`config.mk`:
```
export PLATFORM = sky130hd
export DESIGN_NAME = afa_flags
export DESIGN_NICKNAME = d
export VERILOG_FILES = /design/src/afa_pkg.sv /design/src/afa_flags.sv /design/src/afa_seq_flag.sv
export SDC_FILE = /design/constraint.sdc
export NUM_CORES = 1
export LEC_CHECK = 0
export ABC_CLOCK_PERIOD_IN_PS = 2580
export BUFFER_PORTS_ARGS = -buffer_cell sky130_fd_sc_hd__buf_2
export CAP_MARGIN = 20
export CORE_ASPECT_RATIO = 2
export CORE_MARGIN = 4
export CORE_UTILIZATION = 25
export CTS_CLUSTER_SIZE = 30
export DETAILED_ROUTE_END_ITERATION = 10
export GPL_ROUTABILITY_DRIVEN = 0
export PLACE_DENSITY = 0.64
export SLEW_MARGIN = 5
export SYNTH_ARGS = -nofsm -noshare
export SYNTH_HDL_FRONTEND = slang
export SYNTH_SLANG_ARGS = --single-unit
export TNS_END_PERCENT = 5
```
`constraint.sdc`:
```
create_clock -name mclk_i -period 2.58 [get_ports mclk_i]
set_input_delay 0.516 -clock mclk_i [delete_from_list [all_inputs] [get_ports mclk_i]]
set_output_delay 0.516 -clock mclk_i [all_outputs]
set_load 0.005 [all_outputs]
```
`src/afa_pkg.sv`:
```
// Package for the converter flag aggregation block: offsets, fields, resets.
// Assumes a plain address/strobe register port with 32-bit data.
package afa_pkg;
  localparam int NUM_CHAN = 12;
  localparam logic [31:0] FLAG_OFFSET = 32'h4001c068;
  localparam int THR_LSB = 0;
  localparam int CH_OVR_LSB = 12;
  localparam int SEQ_A_GLOBAL_OVERRUN_MIRROR_BIT = 24;
  localparam int SEQ_B_GLOBAL_OVERRUN_MIRROR_BIT = 25;
  localparam int RSVD_LSB = 26;
  localparam int SEQA_FLAG_BIT = 28;
  localparam int SEQB_FLAG_BIT = 29;
  localparam int THR_SUM_BIT = 30;
  localparam int OVR_SUM_BIT = 31;
  localparam logic [11:0] THR_RESET = 12'h000;
  localparam logic [31:0] RD_RESET = 32'h00000000;
  localparam logic MODE_PER_CONV = 1'b0;
  localparam logic MODE_WHOLE_SEQ = 1'b1;
endpackage

```
`src/afa_flags.sv`:
```
// Converter flag register: threshold flags, overrun mirrors, summaries.
// Assumes result units clear their own overrun and valid bits on reads.
`timescale 1ns/1ps
module afa_flags (
  // Clock and reset
  input wire logic mclk_i,
  input wire logic arst_n_i,
  // Register port
  input wire logic [31:0] addr_i,
  input wire logic [31:0] wdata_i,
  input wire logic wr_i,
  input wire logic rd_i,
  output logic [31:0] rdata_o,
  // Result unit status
  input wire logic [11:0] chan_overrun_i,
  input wire logic seq_a_global_overrun_i,
  input wire logic seq_b_global_overrun_i,
  input wire logic seq_a_result_valid_i,
  input wire logic seq_b_result_valid_i,
  // Sequencer status
  input wire logic seq_a_mode_i,
  input wire logic seq_b_mode_i,
  input wire logic seq_a_pass_done_i,
  input wire logic seq_b_pass_done_i,
  // Threshold comparators, pulses per channel
  input wire logic [11:0] thr_out_of_range_i,
  input wire logic [11:0] thr_crossing_i,
  // Interrupt enable register contents
  input wire logic seq_a_irq_en_i,
  input wire logic seq_b_irq_en_i,
  input wire logic overrun_irq_en_i,
  input wire logic [11:0] thr_range_en_i,
  input wire logic [11:0] thr_cross_en_i,
  // Interrupt requests
  output logic seq_a_irq_o,
  output logic seq_b_irq_o,
  output logic threshold_irq_o,
  output logic overrun_irq_o
);
  typedef struct packed {
    logic rst_meta;
    logic rst_sync;
    logic [11:0] channel_threshold_event;
    logic [31:0] rdata;
    logic seq_a_irq;
    logic seq_b_irq;
    logic thr_irq;
    logic ovr_irq;
  } afa_st_s;

  afa_st_s st;
  afa_st_s next_st;
  logic [1:0] rst_pipe;
  logic rst_n;
  logic seq_a_irq_flag;
  logic seq_b_irq_flag;
  logic threshold_summary_flag;
  logic overrun_summary_flag;
  logic [31:0] flag_word;

  function automatic logic hit(input logic [31:0] a);
    hit = (a == afa_pkg::FLAG_OFFSET);
  endfunction

  function automatic logic w1c(input logic [31:0] a, input logic [31:0] d,
                               input int bit_pos);
    w1c = hit(a) && d[bit_pos];
  endfunction

  // Reset release through two flops
  always_ff @(posedge mclk_i or negedge arst_n_i) begin
    if (!arst_n_i) begin
      rst_pipe <= 2'h0;
    end else begin
      rst_pipe <= {rst_pipe[0], 1'b1};
    end
  end
  assign rst_n = rst_pipe[1];

  afa_seq_flag u_seq_a (
    .clk_i(mclk_i),
    .rst_n_i(rst_n),
    .mode_i(seq_a_mode_i),
    .result_valid_i(seq_a_result_valid_i),
    .pass_done_i(seq_a_pass_done_i),
    .clear_w1c_i(wr_i && w1c(addr_i, wdata_i, afa_pkg::SEQA_FLAG_BIT)),
    .flag_o(seq_a_irq_flag)
  );

  afa_seq_flag u_seq_b (
    .clk_i(mclk_i),
    .rst_n_i(rst_n),
    .mode_i(seq_b_mode_i),
    .result_valid_i(seq_b_result_valid_i),
    .pass_done_i(seq_b_pass_done_i),
    .clear_w1c_i(wr_i && w1c(addr_i, wdata_i, afa_pkg::SEQB_FLAG_BIT)),
    .flag_o(seq_b_irq_flag)
  );

  // Summary of threshold flags
  assign threshold_summary_flag = |st.channel_threshold_event;

  // Overrun summary; global overrun only in per-conversion mode
  assign overrun_summary_flag = (|chan_overrun_i)
    | (seq_a_global_overrun_i && seq_a_mode_i == afa_pkg::MODE_PER_CONV)
    | (seq_b_global_overrun_i && seq_b_mode_i == afa_pkg::MODE_PER_CONV);

  always_comb begin
    flag_word = afa_pkg::RD_RESET;
    flag_word[afa_pkg::THR_LSB +: 12] = st.channel_threshold_event;
    flag_word[afa_pkg::CH_OVR_LSB +: 12] = chan_overrun_i;
    flag_word[afa_pkg::SEQ_A_GLOBAL_OVERRUN_MIRROR_BIT] = seq_a_global_overrun_i;
    flag_word[afa_pkg::SEQ_B_GLOBAL_OVERRUN_MIRROR_BIT] = seq_b_global_overrun_i;
    flag_word[afa_pkg::RSVD_LSB +: 2] = 2'h0;
    flag_word[afa_pkg::SEQA_FLAG_BIT] = seq_a_irq_flag;
    flag_word[afa_pkg::SEQB_FLAG_BIT] = seq_b_irq_flag;
    flag_word[afa_pkg::THR_SUM_BIT] = threshold_summary_flag;
    flag_word[afa_pkg::OVR_SUM_BIT] = overrun_summary_flag;
  end

  always_comb begin
    next_st = st;
    next_st.rst_meta = 1'b0;
    next_st.rst_sync = 1'b0;
    for (int i = 0; i < afa_pkg::NUM_CHAN; i++) begin
      // Set wins over the clear; writing 0 keeps the flag
      if ((thr_out_of_range_i[i] && thr_range_en_i[i]) ||
          (thr_crossing_i[i] && thr_cross_en_i[i])) begin
        next_st.channel_threshold_event[i] = 1'b1;
      end else if (wr_i && w1c(addr_i, wdata_i, afa_pkg::THR_LSB + i)) begin
        next_st.channel_threshold_event[i] = 1'b0;
      end
    end
    // Read data stand only in the cycle after the strobe
    next_st.rdata = afa_pkg::RD_RESET;
    if (rd_i && hit(addr_i)) begin
      next_st.rdata = flag_word;
    end
    next_st.seq_a_irq = seq_a_irq_flag && seq_a_irq_en_i;
    next_st.seq_b_irq = seq_b_irq_flag && seq_b_irq_en_i;
    next_st.thr_irq = threshold_summary_flag;
    next_st.ovr_irq = overrun_summary_flag && overrun_irq_en_i;
  end

  always_ff @(posedge mclk_i or negedge rst_n) begin
    if (!rst_n) begin
      st <= '0;
    end else begin
      st <= next_st;
    end
  end

  assign rdata_o = st.rdata;
  assign seq_a_irq_o = st.seq_a_irq;
  assign seq_b_irq_o = st.seq_b_irq;
  assign threshold_irq_o = st.thr_irq;
  assign overrun_irq_o = st.ovr_irq;
endmodule

```
`src/afa_seq_flag.sv`:
```
// One sequence completion flag, selected by the sequence mode bit.
// Assumes synchronous event inputs from the sequencer and result unit.
`timescale 1ns/1ps
module afa_seq_flag (
  // Clock and reset
  input wire logic clk_i,
  input wire logic rst_n_i,
  // Sequence status
  input wire logic mode_i,
  input wire logic result_valid_i,
  input wire logic pass_done_i,
  input wire logic clear_w1c_i,
  // Flag out
  output logic flag_o
);
  typedef struct packed {
    logic sticky;
  } afa_sf_s;

  afa_sf_s st;
  afa_sf_s next_st;

  always_comb begin
    next_st = st;
    // Set wins over the software clear
    if (pass_done_i) begin
      next_st.sticky = 1'b1;
    end else if (clear_w1c_i) begin
      next_st.sticky = 1'b0;
    end
    if (mode_i == afa_pkg::MODE_PER_CONV) begin
      next_st.sticky = 1'b0;
    end
  end

  always_ff @(posedge clk_i or negedge rst_n_i) begin
    if (!rst_n_i) begin
      st <= '0;
    end else begin
      st <= next_st;
    end
  end

  // Per-conversion: valid bit cleared by its own reader
  assign flag_o = (mode_i == afa_pkg::MODE_PER_CONV) ? result_valid_i
                                                      : st.sticky;
endmodule

```
# [Yosys cells after proc, flatten, opt, wreduce, memory -nomap -nowiden]
# Cells that the tools add are included.
[totals] reg_bits=52 wordCells=144 inputBits=139 out_inout_bits=36
[op_classes] n_reduce_logical=84 eq_ne=3 n_bitwise=4 n_mux=33
[ops] cell="logical AND 1 bit" n=58
[ops] cell="equality test 32 x 31 -> 1 bit, second input constant" n=1
[ops] cell="2-to-1 mux 1 bit" n=32
[ops] cell="2-to-1 mux 32 bit" n=1
[ops] cell="nonzero test 2 bit" n=12
[ops] cell="OR reduction 12 bit" n=2
[ops] cell="logical OR 1 bit" n=12
[ops] cell="!= test 3 x 1 -> 1 bit, second input constant" n=2
[ops] cell="inverter 1 bit" n=2
[ops] cell="OR 1 bit" n=2

# [Logic depth before layout (Yosys ltp)]
[logic_depth] word_depth=6 mapped_depth=5 depth_no_buf=4

# [Cells and area by module]
# A second synthesis with hierarchy kept.
[hier_totals] hier_cells=173 hier_area_um2=2113.3
[modules_own_cells] module="afa_flags" area_per_inst_um2=2005.7 seq_area_each_um2=1201.2 cells_each=165 instances=1
[modules_own_cells] module="afa_seq_flag" area_per_inst_um2=53.8 seq_area_each_um2=25.0 cells_each=4 instances=2

# [Least setup slack after synthesis]
# No wires, ideal clock.
[synth_timing] path_kind="input -> register" start="input port addr_i[9]" end="register st (netlist bit flag_word[0])" path_stages=5 slack_ps=899 arrival_time_ps=1557 required_ps=2456 cell_sequence="nor4b_2 nand4_2 buf_2 o31ai_1 nand2_1"
[synth_via] elab_chain_cells=4
[synth_rtl] item="start: declaration" line="afa_flags.sv:9" text="input wire logic [31:0] addr_i,"
[synth_rtl] item="equality test 32 x 31 -> 1 bit" line="afa_flags.sv:62" text="hit = (a == afa_pkg::FLAG_OFFSET);"
[synth_rtl] item="logical AND 1 bit" line="afa_flags.sv:67" text="w1c = hit(a) && d[bit_pos];"
[synth_rtl] item="logical AND 1 bit" line="afa_flags.sv:130" text="end else if (wr_i && w1c(addr_i, wdata_i, afa_pkg::THR_LSB + i)) begin"
[synth_rtl] item="nonzero test 2 bit (no line)"
[synth_rtl] item="end signal: assignment" line="afa_flags.sv:149" text="st <= next_st;"
[synth_rtl] item="end: declaration" line="afa_flags.sv:51" text="afa_st_s st;"
# Every way passes these cells.
# A chain may end at the register's enable or synchronous reset.

==> metrics.csv <==
metric,value,unit
status,"complete, no violations",
share of cells above drive strength 1,53.0,%
Setup-failing EPs final,0,
IO Pins,175,
Post-Syn Area,2110,um^2
DR vias/cell,4.38,
Worst setup SP type,input pin,
vias in the first global route,2045,
crit-path max FO,20,
Antenna diodes,0,
max_slew headroom,62.2,%
Final nets,472,
max-cap viol count,0,
Syn Area/Cell,12.2,um^2
CTS buffer count,5,
drt first pass iters,4,
Logic pwr share,9.4,%
Clock Sink Count,50,
critical path type,input pin to register,
DR iter-0 viols,80,
setup slack after layout,0.947,ns
HPWL Detailed,5290,um
sequential area share after synthesis,59.2,%
fmax,612,MHz
H-tree depth,2,
synth unique cells,26,
Pins Over Slew Limit,0,
Avg WL per Cell,14.7,um
clock share of power,43.0,%
setup_tns,0,ns
leakage,1.68,nW
skew final,0.00283,ns
Fin Hold WS,0.263,ns
worst skew pair latency,0.28,ns
worst r2r path cells,3,
RSZ-0062 raised after global routing,false,
Tot Pwr,1.68,mW
Critical R2R Capture,rdata_o[30],
aggregate routed wire length,6340,um
core area,8230,um^2
row count,47,
via count,1890,
CTS root buf,clkbuf_16,
port bufs,154,
chip height,138,um
DIE AREA,10100,um^2
clock-pin slew on the worst setup and hold paths,0.06,ns
DRC Markers,0,
post-cts sizing count,0,
multi-input logic area,796,um^2
initial antenna violation count,0,
Reg2Reg Setup Slack,1.36,ns
reg-to-reg startpoint,flag_word[4],
HP Class,register to asynchronous set/reset pin,
largest net degree at the start of global routing,49,
Die X,73.0,um
"commonest cells after routing, fill and taps aside","buf_2, dfrtp_1, and2_1, nand2_1",
clock buffer depth,2,
Placement Setup Slack,0.587,ns
Pwr per Cell Area,528,nW/um^2
Syn. warnings,0,
hold buffers post-CTS,1,
Tmin final,1.63,ns
TritonCTS clock tree,built,
"FF+latch count, synth",50,
top post-synthesis cells by area,"dfrtp_1, and2_1, nand2_1",
share of the synthesized area in the top cell type,59.2,%
slowest cell on the critical path,nor3_4,
final hold vios,0,
setup repair bufs after CTS,0,
area delta synth->final,50.8,%
Initial Utilization,25.7,%
Seq pwr share,47.6,%
FF+latch area,1250,um^2
Placed Instances,422,
P_sw,346,uW
first-pass GRT wire length,9690,um
dominant cell type by area after synthesis,dfrtp_1,
VDD IR-drop max,0.447,mV
Slew @ Worst Pin,0.567,ns
part of the cycle the worst path needs,63.3,%
Sw Ratio,20.6,%
data arrival time of the worst path,1.85,ns
GRT overflow,0,
Internal,1.34,mW
post-route ant nets,0,
CP max stage delay,0.33,ns
CP Capture Type,register,
Synth Instances,173,
"most common cell after layout, fill and taps aside",buf_2,
crit-path cells,buf_2 -> nor4b_4 -> nand4_4 -> nor3_4 -> buf_4 -> and2_1,
final std cells w/o fill,432,
layout filler cell count,849,
Crit path required time,2.80,ns
total track usage,12.7,%
==> stage by stage <==
step                      cell area (um^2)  utilization (%)
after floorplan                       2120                -
after global placement                2980             36.2
after detailed placement              2980             36.2
after CTS                             3160             38.4
after global routing                  3190             38.7
final                                 3190             38.7
==> flip-flops by register name, summed over array words and instances, names as in the netlist <==
register / cells
threshold_irq_o: 1
rdata_o: 30
u_seq_b.st: 1
seq_a_irq_o: 1
rst_pipe: 2
u_seq_a.st: 1
overrun_irq_o: 1
seq_b_irq_o: 1
flag_word: 12
==> cells in the mapped netlist (all sizes together) <==
cell,number
and2,25
nor3,1
o21ai,2
nand4,2
and4bb,1
inv,5
o221ai,1
nor2,2
conb,2
clkbuf,2
o31ai,12
a41oi,2
nor4,12
nand3,1
nand2,25
mux2i,2
nor2b,4
buf,5
nor4b,5
a22oi,12
dfrtp,50
==> layout make-up <==
type                       count  area share, %
inverter                       5          0.589
tap                           98           3.85
timing repair buffer         159           26.1
clock inverter                 3           1.26
multi-input combinational    112           25.0
clock buffer                   5           3.93
sequential                    50           39.3
==> power groups by stage <==
stage	sequential (mW)	clock [mW]	combinational (mW)
floorplan	0.818	0	0.0382
global placement	0.821	0	0.143
detailed placement	0.822	0	0.147
CTS	0.807	0.749	0.149
global route	0.801	0.784	0.177
finish	0.800	0.723	0.158
==> worst max-delay path: cells and delay by family <==
kind	cells	cell delay (ns)
buffers and inverters	2	0.37
AND/OR/NAND/NOR	4	0.95
==> cells by family (layout without fill, tap and decap cells) <==
logic type,Yosys count,in the layout,share of synthesized area (%)
buffers and inverters,12,172,3.26
flip-flops,50,50,59.2
AO/OA/AOI/OAI,29,29,10.2
multiplexers,2,2,0.948
AND/OR/NAND/NOR,78,78,25.9
other,2,3,0.356
==> metal layers <==
metal,track usage (%),wire length [um],vias to the layer above
met4,6.88,245,0
met3,2.47,456,13
met5,0,0,-
met2,23.3,3580,87
li1,-,-,931
met1,13.1,2060,859
==> worst max-delay path by stage <==
stage	from	endpoint	cells after the start
after floorplan	addr_i[9]	flag_word[0]	5
after global placement	addr_i[29]	rdata_o[18]	6
after detailed placement	addr_i[29]	rdata_o[7]	6
after CTS	addr_i[29]	rdata_o[7]	6
after global routing	addr_i[29]	rdata_o[22]	6
final	addr_i[1]	rdata_o[22]	6
Power figures use the tool's default switching activity.
